**config.mk**
```make
export PLATFORM = sky130hd
export DESIGN_NAME = idle_and_economy_clock_control
export DESIGN_NICKNAME = d
export VERILOG_FILES = /design/src/core/cycle_divider.v /design/src/core/watchdog_reset_timer.v /design/src/core/idle_and_economy_clock_control.v
export VERILOG_INCLUDE_DIRS = /design/src /design/src/core
export SDC_FILE = /design/constraint.sdc
export NUM_CORES = 1
export LEC_CHECK = 0
export ABC_AREA = 1
export BUFFER_PORTS_ARGS = -buffer_cell sky130_fd_sc_hd__buf_2
export CAP_MARGIN = 20
export CORE_MARGIN = 2
export CORE_UTILIZATION = 55
export CTS_CLUSTER_DIAMETER = 200
export CTS_CLUSTER_SIZE = 24
export DETAILED_ROUTE_END_ITERATION = 6
export PLACE_DENSITY_LB_ADDON = 0.3
export SLEW_MARGIN = 10
export SYNTH_ARGS = -nofsm -noshare
export SYNTH_HDL_FRONTEND = slang
export SYNTH_SLANG_ARGS = --single-unit
```
**constraint.sdc**
```tcl
create_clock -name clk -period 8.6 [get_ports clk]
set_input_delay 2.15 -clock clk [delete_from_list [all_inputs] [get_ports clk]]
set_output_delay 2.15 -clock clk [all_outputs]
set_load 0.01 [all_outputs]
```
**src/core/clock_control_regs.vh**
```
// constants for the idle and economy clock control block
`ifndef CLOCK_CONTROL_REGS_VH
`define CLOCK_CONTROL_REGS_VH

// ------------------------------------------------------------
// power control register fields
// ------------------------------------------------------------
`define IDLE_BIT_POS        0
`define POWER_CONTROL_RESET 8'h00

// ------------------------------------------------------------
// power mode register fields
// ------------------------------------------------------------
`define DIV_FIELD_HI        7
`define DIV_FIELD_LO        6
`define POWER_MODE_RESET    8'h40
`define DIV_CODE_RESERVED   2'h0
`define DIV_CODE_4          2'h1
`define DIV_CODE_64         2'h2
`define DIV_CODE_1024       2'h3

// ------------------------------------------------------------
// timing counts, in system clocks
// ------------------------------------------------------------
`define CLOCKS_PER_CYCLE_4     11'h004
`define CLOCKS_PER_CYCLE_64    11'h040
`define CLOCKS_PER_CYCLE_1024  11'h400
`define RESET_MIN_CLOCKS       4'h8
`define WATCHDOG_RESET_DELAY   10'h200

`endif

```
**src/core/cycle_divider.v**
```verilog
// divider producing one-clock machine cycle ticks at a selected rate
`timescale 1ns/1ps
`default_nettype none
`include "clock_control_regs.vh"

module cycle_divider (
  input  wire        clk,
  input  wire        rstSync_n,
  input  wire [10:0] period,
  output reg         tick
);

  reg [10:0] count_reg;

  // ------------------------------------------------------------
  // counter; a period change takes effect at once, so a drop in period can cut the current cycle short
  // ------------------------------------------------------------
  always @(posedge clk or negedge rstSync_n) begin
    if (!rstSync_n) begin
      count_reg <= 11'h000;
      tick      <= 1'b0;
    end else if (count_reg >= period - 11'h001) begin
      count_reg <= 11'h000;
      tick      <= 1'b1;
    end else begin
      count_reg <= count_reg + 11'h001;
      tick      <= 1'b0;
    end
  end

endmodule // cycle_divider

`default_nettype wire

```
**src/core/watchdog_reset_timer.v**
```verilog
// delay from watchdog time-out to watchdog reset, cancelled by a restart
`timescale 1ns/1ps
`default_nettype none
`include "clock_control_regs.vh"

module watchdog_reset_timer (
  input  wire clk,
  input  wire rstSync_n,
  input  wire timeout,
  input  wire restart,
  output reg  wdReset
);

  reg        armed_reg;
  reg  [9:0] delay_reg;

  // ------------------------------------------------------------
  // count 512 clocks from the time-out unless software restarts the watchdog
  // ------------------------------------------------------------
  always @(posedge clk or negedge rstSync_n) begin
    if (!rstSync_n) begin
      armed_reg <= 1'b0;
      delay_reg <= 10'h000;
      wdReset   <= 1'b0;
    end else if (restart) begin
      armed_reg <= 1'b0;
      delay_reg <= 10'h000;
      wdReset   <= 1'b0;
    end else if (timeout && !armed_reg) begin
      armed_reg <= 1'b1;
      delay_reg <= 10'h001;
      wdReset   <= 1'b0;
    end else if (armed_reg) begin
      if (delay_reg == `WATCHDOG_RESET_DELAY - 10'h001) begin
        armed_reg <= 1'b0;
        wdReset   <= 1'b1;
      end else begin
        delay_reg <= delay_reg + 10'h001;
        wdReset   <= 1'b0;
      end
    end else begin
      wdReset <= 1'b0;
    end
  end

endmodule // watchdog_reset_timer

`default_nettype wire

```
**src/core/idle_and_economy_clock_control.v**
```verilog
// idle and economy mode clock control for a fast 8-bit core
`timescale 1ns/1ps
`default_nettype none
`include "clock_control_regs.vh"

module idle_and_economy_clock_control (
  input  wire        clk,
  input  wire        reset_n,
  input  wire        resetPin,
  input  wire        powerOnReset,
  input  wire        powerControlWrite,
  input  wire [7:0]  powerControlWdata,
  input  wire        powerModeWrite,
  input  wire [7:0]  powerModeWdata,
  input  wire        instrEnd,
  input  wire        interruptPending,
  input  wire        watchdogTimeout,
  input  wire        watchdogIntEnable,
  input  wire        watchdogRestart,
  input  wire        watchdogResetEnable,
  input  wire        coreAddrLatch,
  input  wire        coreProgramStoreStrobe,
  input  wire [31:0] corePortOut,
  output reg  [7:0]  power_control_reg,
  output reg  [7:0]  power_mode_reg,
  output reg         coreClockEnable,
  output reg         periphClockEnable,
  output reg         machineCycleTick,
  output reg         idleActive,
  output reg         coreReset,
  output reg  [15:0] resetVector,
  output reg         suppressNextInstr,
  output reg         wakeInterrupt,
  output reg         addrLatchOut,
  output reg         program_store_strobe,
  output reg  [31:0] portOut
);

  // ------------------------------------------------------------
  // reset release synchroniser
  // ------------------------------------------------------------
  reg        rstMeta_reg;
  reg        rstSync_reg;
  wire       rstSync_n = rstSync_reg;

  // the copy is also the reset of the divider and watchdog timer, so all
  // of the block leaves reset on one edge
  // release goes through two flops so no flop leaves reset on a metastable edge
  always @(posedge clk or negedge reset_n) begin
    if (!reset_n) begin
      rstMeta_reg <= 1'b0;
      rstSync_reg <= 1'b0;
    end else begin
      rstMeta_reg <= 1'b1;
      rstSync_reg <= rstMeta_reg;
    end
  end

  // ------------------------------------------------------------
  // reset sources
  // ------------------------------------------------------------
  localparam ST_RUN   = 3'b001;
  localparam ST_ARM   = 3'b010;
  localparam ST_IDLE  = 3'b100;

  reg  [3:0]  pinCount_reg;
  reg  [3:0]  pinCount_next;
  reg         pinValid_reg;
  wire        wdReset;
  wire        anyReset = pinValid_reg | powerOnReset | wdReset;

  // the pin is level sensitive and counted in system clocks, so a glitch
  // or a short pulse from a bouncing supply never reaches the core
  // trade-off: a valid pin reset is seen nine clocks after it rises
  // power-on and watchdog resets act on the very next edge
  // a high on the pin counts only once held for the minimum clocks
  always @* begin
    pinCount_next = pinCount_reg;
    if (!resetPin)
      pinCount_next = 4'h0;
    else if (pinCount_reg != `RESET_MIN_CLOCKS)
      pinCount_next = pinCount_reg + 4'h1;
  end

  always @(posedge clk or negedge rstSync_n) begin
    if (!rstSync_n) begin
      pinCount_reg <= 4'h0;
      pinValid_reg <= 1'b0;
    end else begin
      pinCount_reg <= pinCount_next;
      pinValid_reg <= (pinCount_next == `RESET_MIN_CLOCKS);
    end
  end

  watchdog_reset_timer u_watchdog (
    .clk       (clk),
    .rstSync_n (rstSync_n),
    .timeout   (watchdogTimeout & watchdogResetEnable),
    .restart   (watchdogRestart),
    .wdReset   (wdReset)
  );

  // ------------------------------------------------------------
  // divider selection
  // ------------------------------------------------------------
  reg  [1:0]  divActive_reg;
  reg  [1:0]  divPending_reg;
  reg         divPendingValid_reg;
  wire [10:0] cyclePeriod;
  wire        tick;

  // economy rate handling
  // the stored code and the code in force are kept apart, so software
  // reads back its write at once while the divider waits for an
  // instruction boundary
  // limitation: hardware does not police the /64 to /1024 rule; software
  // has to pass through /4 itself, a direct jump simply takes effect
  // decode of the two-bit divider code into clocks per machine cycle
  function [10:0] clocksFor;
    input [1:0] code;
    begin
      case (code)
        `DIV_CODE_64:   clocksFor = `CLOCKS_PER_CYCLE_64;
        `DIV_CODE_1024: clocksFor = `CLOCKS_PER_CYCLE_1024;
        default:        clocksFor = `CLOCKS_PER_CYCLE_4;
      endcase
    end
  endfunction

  // idle peripherals tick at /4 regardless of the selected economy rate
  assign cyclePeriod = idleActive ? `CLOCKS_PER_CYCLE_4 : clocksFor(divActive_reg);

  cycle_divider u_divider (
    .clk       (clk),
    .rstSync_n (rstSync_n),
    .period    (cyclePeriod),
    .tick      (tick)
  );

  // the register updates at once; the divider follows after one instruction end
  always @(posedge clk or negedge rstSync_n) begin
    if (!rstSync_n) begin
      power_mode_reg      <= `POWER_MODE_RESET;
      divActive_reg       <= `DIV_CODE_4;
      divPending_reg      <= `DIV_CODE_4;
      divPendingValid_reg <= 1'b0;
    end else if (anyReset) begin
      power_mode_reg      <= `POWER_MODE_RESET;
      divActive_reg       <= `DIV_CODE_4;
      divPendingValid_reg <= 1'b0;
    end else begin
      if (powerModeWrite) begin
        if (powerModeWdata[`DIV_FIELD_HI:`DIV_FIELD_LO] == `DIV_CODE_RESERVED)
          power_mode_reg <= {power_mode_reg[7:6], powerModeWdata[5:0]};
        else begin
          power_mode_reg      <= powerModeWdata;
          divPending_reg      <= powerModeWdata[`DIV_FIELD_HI:`DIV_FIELD_LO];
          divPendingValid_reg <= 1'b1;
        end
      end else if (divPendingValid_reg && instrEnd) begin
        divActive_reg       <= divPending_reg;
        divPendingValid_reg <= 1'b0;
      end
    end
  end

  // ------------------------------------------------------------
  // idle state machine
  // ------------------------------------------------------------
  reg  [2:0]  state_reg;
  reg  [2:0]  state_next;
  wire        idleWrite = powerControlWrite && powerControlWdata[`IDLE_BIT_POS];
  wire        wake = interruptPending | (watchdogTimeout & watchdogIntEnable);

  // run: core clocked normally
  // arm: idle bit written, waiting for that instruction to finish
  // idle: core enable held low until a wake or a reset
  // any reset overrides every state so idle can never outlive a reset
  // idle takes hold only when the instruction doing the write completes
  always @* begin
    case (state_reg)
      ST_RUN:  state_next = idleWrite ? ST_ARM : ST_RUN;
      ST_ARM:  state_next = instrEnd ? ST_IDLE : ST_ARM;
      ST_IDLE: state_next = wake ? ST_RUN : ST_IDLE;
      default: state_next = ST_RUN;
    endcase
    if (anyReset)
      state_next = ST_RUN;
  end

  always @(posedge clk or negedge rstSync_n) begin
    if (!rstSync_n)
      state_reg <= ST_RUN;
    else
      state_reg <= state_next;
  end

  // one decode of the idle state, shared by the enables, the pins and the status
  function isIdleState;
    input [2:0] st;
    begin
      isIdleState = (st == ST_IDLE);
    end
  endfunction

  wire        nextIdle = isIdleState(state_next);

  // ------------------------------------------------------------
  // power control register and wake flags
  // ------------------------------------------------------------
  // the wake flag is one clock long; the core uses it to vector into the
  // service routine and then resumes after the idle write
  // the suppress flag marks a reset that came in the arm or idle state, so the core drops
  // the instruction after the idle write and no stray store occurs
  // a write wins over the wake clear; wake clears only in idle
  always @(posedge clk or negedge rstSync_n) begin
    if (!rstSync_n) begin
      power_control_reg <= `POWER_CONTROL_RESET;
      wakeInterrupt     <= 1'b0;
      suppressNextInstr <= 1'b0;
    end else begin
      wakeInterrupt <= isIdleState(state_reg) && wake && !anyReset;
      if (anyReset) begin
        power_control_reg <= `POWER_CONTROL_RESET;
        suppressNextInstr <= (state_reg != ST_RUN);
      end else begin
        suppressNextInstr <= 1'b0;
        if (powerControlWrite)
          power_control_reg <= powerControlWdata;
        else if (isIdleState(state_reg) && wake)
          power_control_reg[`IDLE_BIT_POS] <= 1'b0;
      end
    end
  end

  // ------------------------------------------------------------
  // clock enables, reset outputs and pins
  // ------------------------------------------------------------
  // all outputs leave from flops, so every enable lags its tick by one
  // clock; the core and peripherals see the same lag and stay aligned
  // enables are registered; the core holds all state while its enable is low
  always @(posedge clk or negedge rstSync_n) begin
    if (!rstSync_n) begin
      idleActive        <= 1'b0;
      coreClockEnable   <= 1'b0;
      periphClockEnable <= 1'b0;
      machineCycleTick  <= 1'b0;
      coreReset         <= 1'b1;
      resetVector       <= 16'h0000;
    end else begin
      idleActive        <= nextIdle;
      coreClockEnable   <= tick && !nextIdle;
      periphClockEnable <= tick;
      machineCycleTick  <= tick;
      coreReset         <= anyReset;
      resetVector       <= 16'h0000;
    end
  end

  // the frozen port value is the one registered before the entry edge
  // hazard: a core port change on that very edge is not captured
  // strobes forced high and ports frozen for the whole idle period
  always @(posedge clk or negedge rstSync_n) begin
    if (!rstSync_n) begin
      addrLatchOut         <= 1'b1;
      program_store_strobe <= 1'b1;
      portOut              <= 32'hFFFF_FFFF;
    end else if (nextIdle) begin
      addrLatchOut         <= 1'b1;
      program_store_strobe <= 1'b1;
      portOut              <= portOut;
    end else begin
      addrLatchOut         <= coreAddrLatch;
      program_store_strobe <= coreProgramStoreStrobe;
      portOut              <= corePortOut;
    end
  end

endmodule // idle_and_economy_clock_control

`default_nettype wire

```
Word-level counts from Yosys, hierarchy flattened --
Index checks and enable logic that the tools add are counted.
Cells by class: eq/ne operators 14, order comparisons 1, mux-type cells 40, add/subtract/negate cells 4, bitwise gates (word level) 7, multiply operators 0, shift-type cells 0, divide/modulo/power cells 0, reductions and logical operators 21
Operator list (number):
- 10-bit 2-to-1 mux | 4
- 8-bit 2-to-1 mux | 4
- 11-bit 2-to-1 mux | 2
- 11-bit one-hot mux with 2 select lines | 1
- 1-bit 2-to-1 mux | 18
- 11-bit by 1-bit adder with 11-bit output, second input constant | 1
- 11-bit greater-or-equal comparator | 1
- 11-bit by 1-bit subtractor with 11-bit output, second input constant | 1
- 10-bit by 1-bit adder with 10-bit output, second input constant | 1
- 10-bit by 9-bit == test with 1-bit output, second input constant | 1
- 3-bit 2-to-1 mux | 3
- 3-bit one-hot mux with 3 select lines | 1
- 3-bit nonzero test | 3
- 2-bit 2-to-1 mux | 4
- 4-bit 2-to-1 mux | 2
- 2-bit AND reduction | 4
- 7-bit 2-to-1 mux | 1
- 3-bit == test, second input constant | 2
- 1-bit logical AND | 6
- 2-bit nonzero test | 3
- 4-bit by 1-bit adder with 4-bit output, second input constant | 1
- 2-bit == test, second input constant | 2
- 4-bit == test, second input constant | 1
- 4-bit != test, second input constant | 1
- other kinds (13) | 19
Word-level totals: latch bits 0, register bits 95, bits in read-only memories 0, RAM bits 0, memories kept 0, output and inout port bits 73, word-level logic and storage cells 113

Depth between registers and ports, before layout --
Gate-level depths: netlist of the first run.
depth after elaboration 8, depth in mapped cells 13, depth with buffers taken out 12

Modules after synthesis --
Synthesis of the first run repeated with hierarchy kept, for this count alone.
Unflattened totals: cells, all modules 590, area, all modules 4931.0 um^2
By module, submodules not included:
- idle_and_economy_clock_control | cells each 336, area each 3079.2 um^2, seq. area each 1825.5 um^2, times used 1
- cycle_divider | cells each 143, area each 1081.0 um^2, seq. area each 300.3 um^2, times used 1
- watchdog_reset_timer | cells each 111, area each 770.7 um^2, seq. area each 300.3 um^2, times used 1

Least setup slack after synthesis of the first run --
Ideal clock, no wire load.
path type input-to-reg, start input port powerOnReset, end register divPending_reg[1], path slack 5.615 ns, library setup time 0.117 ns, data required time 8.483 ns, data arrival time 2.868 ns, stages 9, cells stage by stage nor2_1 -> nand2_1 -> inv_2 -> buf_2 -> nand2_1 -> inv_2 -> nand2_1 -> nand2_1 -> nand2_1
Between the ends: longest elaborated chain between the ends 4
RTL lines:
- start, declared | line idle_and_economy_clock_control.v:10 | input wire powerOnReset,
- 1-bit bitwise OR (2 in series) | line idle_and_economy_clock_control.v:70 | wire anyReset = pinValid_reg | powerOnReset | wdReset;
- 1-bit NOT (no line)
- 3-bit AND reduction (no line)
- end signal, assigned | line idle_and_economy_clock_control.v:145 | divPending_reg <= `DIV_CODE_4;
- end signal, assigned | line idle_and_economy_clock_control.v:157 | divPending_reg <= powerModeWdata[`DIV_FIELD_HI:`DIV_FIELD_LO];
- end, declared | line idle_and_economy_clock_control.v:107 | reg [1:0] divPending_reg;
No other way between the ends. A chain may end at the register's enable or synchronous reset.

Worst setup path after layout of the first run --
start input port powerOnReset, end register addrLatchOut
Between the ends: longest elaborated chain between the ends 5
RTL lines:
- 1-bit bitwise OR (2 in series) | line idle_and_economy_clock_control.v:70
- 3-bit 2-to-1 mux | line idle_and_economy_clock_control.v:187 | if (anyReset)
- 3-bit == test | line idle_and_economy_clock_control.v:202 | isIdleState = (st == ST_IDLE);
- 1-bit 2-to-1 mux | line idle_and_economy_clock_control.v:268 | end else if (nextIdle) begin
- end signal, assigned | line idle_and_economy_clock_control.v:273 | addrLatchOut <= coreAddrLatch;
- end, declared | line idle_and_economy_clock_control.v:34 | output reg addrLatchOut,
No other way between the ends.

==> results of run 1 <==
## worst paths after layout
path,startpoint,endpoint,slack [ns],cells past startpoint
worst max register to register,idleActive,u_divider.count_reg[2],6.27,11
min in group asynchronous,rstSync_n,portOut[1],0.54,0
max in group asynchronous,reset_n,rstSync_n,6.92,1
worst max-delay path,powerOnReset,addrLatchOut,4.93,7
worst min-delay path,rstMeta_reg,rstSync_n,0.36,0
worst min register to register,rstMeta_reg,rstSync_n,0.36,0
## logic make-up (layout without fill, tap and decap cells)
family | Yosys count | after routing
adders and majority gates | 14 | 14
AOI/OAI and AO/OA | 36 | 36
xor gates and xnor gates | 11 | 11
buffers and inverters | 71 | 178
DFF | 95 | 95
and+or+nand+nor | 272 | 272
other | 2 | 17
## final cells by class
class	instances	area, sq um
Clock inverter	5	55.1
Fill cell	663	2560
Multi-Input combinational cell	350	1720
Sequential cell	95	2430
Inverter	43	166
Tap cell	102	128
Timing Repair Buffer	119	598
Clock buffer	11	141
## power groups by stage
stage | Sequential (W) | Clock, W | Combinational, W
final | 0.000519 | 0.000295 | 0.000149
after global routing | 0.000524 | 0.000319 | 0.000172
after CTS | 0.000518 | 0.000302 | 0.000152
after detailed placement | 0.000526 | 0 | 0.000150
after global placement | 0.000525 | 0 | 0.000146
after floorplan | 0.000533 | 0 | 0.0000958
## layer usage
metal	track usage (%)	routed length [microns]	vias up	part of all wire, %
met5	0	0	-	0
met4	9.06	170	0	1.9
met3	3.45	427	18	4.7
met2	38.0	4650	99	51
met1	27.3	3870	1681	42
li1	-	-	1777	-
## worst max-delay path, stage by stage
cell and delay, ns:
buf_2 0.08, nor2_1 0.04, nand2_1 0.33, inv_2 0.20
nand2_2 0.52, inv_4 0.28, or2_2 0.35
## placed cells by master (no fill, tap or decap), types with 5 or more instances in the layout
cell type	count
nand2_1	174
buf_2	118
dfrtp_1	55
nor2_1	44
dfstp_2	39
nand3_1	37
inv_1	36
conb_1	17
ha_1	14
clkbuf_8	10
a21oi_1	9
o21ai_0	9
xor2_1	8
a22o_1	6
inv_2	5
## stage by stage
| stage | hold WS, ns | total power, W | utilization [%] | area (sq um) |
|---|---|---|---|---|
| after floorplan | 0.331 | 0.000629 | - | 4520 |
| after global placement | 0.342 | 0.000671 | 64.6 | 5050 |
| after detailed placement | 0.337 | 0.000676 | 64.6 | 5050 |
| after CTS | 0.364 | 0.000972 | 67.1 | 5240 |
| after global routing | 0.380 | 0.00101 | 67.1 | 5240 |
| final | 0.362 | 0.000962 | 67.1 | 5240 |
==> results.cfg, run 1 <==
[placement]
dpl.cell_count = 709
place_worst_setup_slack_ns = 4.54
place_congestion = 0.946
hpwl_microns = 6640
port_buffers = 118

[timing]
finalWorstSetupSlack_ns = 4.93
drv_slew = 0
timing.fmax_ghz = 0.273
rsz0062_at_grt = false
min_period_ns = 3.67
clock_skew_ns = 0.0159
finalCritPeriodShare_pct = 42.6
finalHoldViolCount = 0
setup_tns_ns = 0
worst_pin_slew_ns = 0.765
setup_viol_count_final = 0
relSlewSlack_pct = 49.0

[pwr]
p_sw_w = 0.000272
p_seq_share_pct = 53.9
vdd_drop_max_uv = 112
sw_frac_of_total_pct = 28.3
p_per_area_nw_per_um2 = 183
clockPowerShare_pct = 30.6
p_int_w = 0.000690
power_leakage_nw = 2.83
p_comb_share_pct = 15.5

[synthesis]
synth_area_sq_um = 4460
ys.flop_type = dfrtp_1
netlist_instances = 501
synthAdderAreaFrac_pct = 3.92
syn_area_per_cell_sq_um = 8.91
yosysWarnings = 0
synth-simple-area-share_pct = 26.0
synth-async-reset-ratio_pct = 100
synth_compound_area_share_pct = 5.07
synth_top_cell_area_share_pct = 31.4
ys_top_cells_by_count = 174 x nand2_1, 56 x dfrtp_1, 44 x nor2_1
synth_edf_count = 0
ys_types = 37
synth_top_family_by_area = simple AND/OR/NAND/NOR gates
synth-seq-cells = 95
yosysTopAreaCell = dfrtp_1
yosysSeqAreaShare_pct = 54.3
muxShareOfSynthArea_pct = 0
yosys-top-cells-area = dfrtp_1 31%, dfstp_2 23%, nand2_1 15%
synth_xor_area_share_pct = 2.16
synthMostInstantiatedCell = nand2_1

[final_layout]
nets = 694
area_delta_synth_final_pct = 17.4
largest_reg_flops = 32
drive_gt1_share_pct = 31.5
finalNonFillerCells = 725
n_antenna_cell = 0

[clocking]
cts_setup_buffers = 0
clk_pin_slew_ns = 0.09
clockBufferDepth = 2
cts.sinks = 95
clk-insertion-delay-late_ns = 0.36
h-tree-depth = 3
cts_buffers = 9
cts_hold_buf = 0
cts_tree = built
cts_root_buf = clkbuf_8
cts_resized = 0

[critical_path]
path_max_fanout = 36
crit_type = primary input to flip-flop
critPathRequiredTime_ns = 8.89
crit_arrival_ns = 3.96
endpoint_kind = flip-flop
start_kind = primary input

[route]
wl_per_cell_microns = 12.6
antenna_left = 0
wirelength_microns = 9120
via_count = 3575
firstDrtPassIters = 4
drc = 0
viasPerCell = 4.93
first_iter_violations = 113

[run]
drv_cap = 0

[floorplan]
die_w_microns = 94.1
die_h_microns = 94.1
fp-row-count = 32
start_util_pct = 57.2
die_area_sq_um = 8850
ios = 135
coreArea_sq_um = 7810

[global_route]
grt_overflow = 0
grt_max_degree = 63
grt_pass1_vias = 3522
antenna_found_initial = 0
grt_use_total_pct = 21.9
grt_pass1_wl_microns = 15400

[outcome]
outcome = finished clean

[worst_hold_path]
hp-class = flip-flop to flip-flop
Power figures use the tool's default switching activity.
==> inputs of run 2 (changes only) <==
--- a/config.mk
+++ b/config.mk
@@ -10,7 +10,7 @@
 export BUFFER_PORTS_ARGS = -buffer_cell sky130_fd_sc_hd__buf_2
 export CAP_MARGIN = 20
 export CORE_MARGIN = 2
-export CORE_UTILIZATION = 55
+export CORE_UTILIZATION = 52
 export CTS_CLUSTER_DIAMETER = 200
 export CTS_CLUSTER_SIZE = 24
 export DETAILED_ROUTE_END_ITERATION = 6
==> constraint.sdc (replaced) <==
create_clock -name clk -period 3.4 [get_ports clk]
set_input_delay 0.85 -clock clk [delete_from_list [all_inputs] [get_ports clk]]
set_output_delay 0.85 -clock clk [all_outputs]
set_load 0.01 [all_outputs]
==> run 2 against run 1 <==
  * Power grew to 2.6 times the previous value
  * Critical path depth grew 4
  * Clock power grew to 2.7 times the previous value
  * Sequential power grew to 2.5 times the previous value
  * Global-route usage shrank 1.4 points
  * Sequential share of layout area shrank 0.35 points
  * Routed wire length grew 2.3%
==> results.cfg, run 2 (synthesized netlist as in run 1, its figures left out) <==
[outcome]
outcome = finished clean

[timing]
finalHoldViolCount = 0
holdWs_ns = 0.264
drv_slew = 0
setup_viol_count_final = 0
worst_pin_slew_ns = 0.539
clock_skew_ns = 0.0118
finalCritPeriodShare_pct = 69.6
relSlewSlack_pct = 64.1
min_period_ns = 2.37
rsz0062_at_grt = false
setup_tns_ns = 0
timing.fmax_ghz = 0.423

[global_route]
grt_pass1_vias = 3508
antenna_found_initial = 0
use_met1_pct = 25.1
use_met3_pct = 4.26
grt_use_total_pct = 20.5
grt_overflow = 0
grt_max_degree = 43
busiest_layer = met2
use_met2_pct = 35.8
grt_pass1_wl_microns = 15900

[route]
wl_per_cell_microns = 12.8
firstDrtPassIters = 4
via_count = 3572
antenna_left = 0
viasPerCell = 4.89
wirelength_microns = 9330
drc = 0
first_iter_violations = 156

[critical_path]
rr_worst_depth = 11
endpoint_kind = flip-flop
start_kind = flip-flop
r2r_setup_slack_ns = 1.03
r2r_start = idleActive
critPathRequiredTime_ns = 3.63
reg2reg_to = u_divider.count_reg[6]
path_max_fanout = 12
crit_type = flip-flop to flip-flop
crit_arrival_ns = 2.59

[final_layout]
nets = 696
drive_gt1_share_pct = 31.8
area_delta_synth_final_pct = 18.3
largest_reg_flops = 32
final_cell_mix = 174 x nand2_1, 118 x buf_2, 55 x dfrtp_1, 44 x nor2_1, 39 x dfstp_2
final_common_cell = nand2_1
fillers = 701
n_antenna_cell = 0

[floorplan]
die_w_microns = 96.7
die_area_sq_um = 9340
start_util_pct = 54.1
fp-row-count = 33
coreArea_sq_um = 8260
ios = 135
die_h_microns = 96.7

[pwr]
p_per_area_nw_per_um2 = 468
power_w = 0.00247
vdd_drop_max_uv = 240
power_leakage_nw = 2.85

[worst_hold_path]
hp-class = primary input to asynchronous set/reset pin

[clocking]
cts_tree = built
cts_hold_buf = 0
h-tree-depth = 3
clockBufferDepth = 2
cts_resized = 0
cts.sinks = 95
clk-insertion-delay-late_ns = 0.36
cts_setup_buffers = 0
cts_root_buf = clkbuf_8
clk_pin_slew_ns = 0.10
cts_buffers = 9

[placement]
port_buffers = 118
place_congestion = 0.853
hpwl_microns = 6670

[run]
drv_cap = 0
[run 2: worst max-delay path: stages (launching register included)]
cell,delay (ns)
dfrtp_1,0.40
nor2_1,0.24
nand2_1,0.09
ha_1,0.21
xor2_1,0.17
ha_1,0.30
nand2_1,0.07
nor2_1,0.14
nand2_1,0.06
o21bai_1,0.14
nand3_1,0.33
nor2_1,0.09
[run 2: stage by stage]
step | setup slack [ns] | instances | util (%) | cell area (sq um)
3_5_place_dp | 1.02 | 714 | 61.3 | 5060
2_1_floorplan | 0.626 | 516 | - | 4520
6_report | 1.03 | 730 | 64.0 | 5280
3_3_place_gp | 1.15 | 714 | 61.3 | 5060
4_1_cts | 1.01 | 730 | 64.0 | 5280
5_1_grt | 0.755 | 730 | 64.0 | 5280
[run 2: routing by layer]
layer / vias to the layer above / share of wire, % / wire length, microns
li1: 1776 / - / -
met1: 1677 / 43 / 4020
met2: 101 / 51 / 4760
met3: 18 / 4.1 / 383
met4: 0 / 1.8 / 167
met5: - / 0 / 0
[run 2: how the worst max path moves through the flow]
stage | start | cells after the start | end
3_3_place_gp | powerOnReset | 7 | addrLatchOut
4_1_cts | idleActive | 11 | u_divider.count_reg[6]
6_report | idleActive | 11 | u_divider.count_reg[6]
5_1_grt | idleActive | 11 | u_divider.count_reg[6]
3_5_place_dp | idleActive | 11 | u_divider.count_reg[2]
2_1_floorplan | rstSync_n | 0 | coreClockEnable
[run 2: power breakdown]
group	internal, W	switching, W
clock network	0.000379	0.000402
registers	0.00124	0.0000761
logic	0.000147	0.000230
total	0.00176	0.000708
[run 2: final cells by class]
class | instances | area [sq um] | area share [%]
flip-flops and latches | 95 | 2430 | 46.0
inverters | 43 | 166 | 3.15
clock buffers | 12 | 188 | 3.55
well taps | 105 | 131 | 2.49
repair buffers | 121 | 613 | 11.6
clock inverters | 4 | 30.0 | 0.568
multi-input cells | 350 | 1720 | 32.6
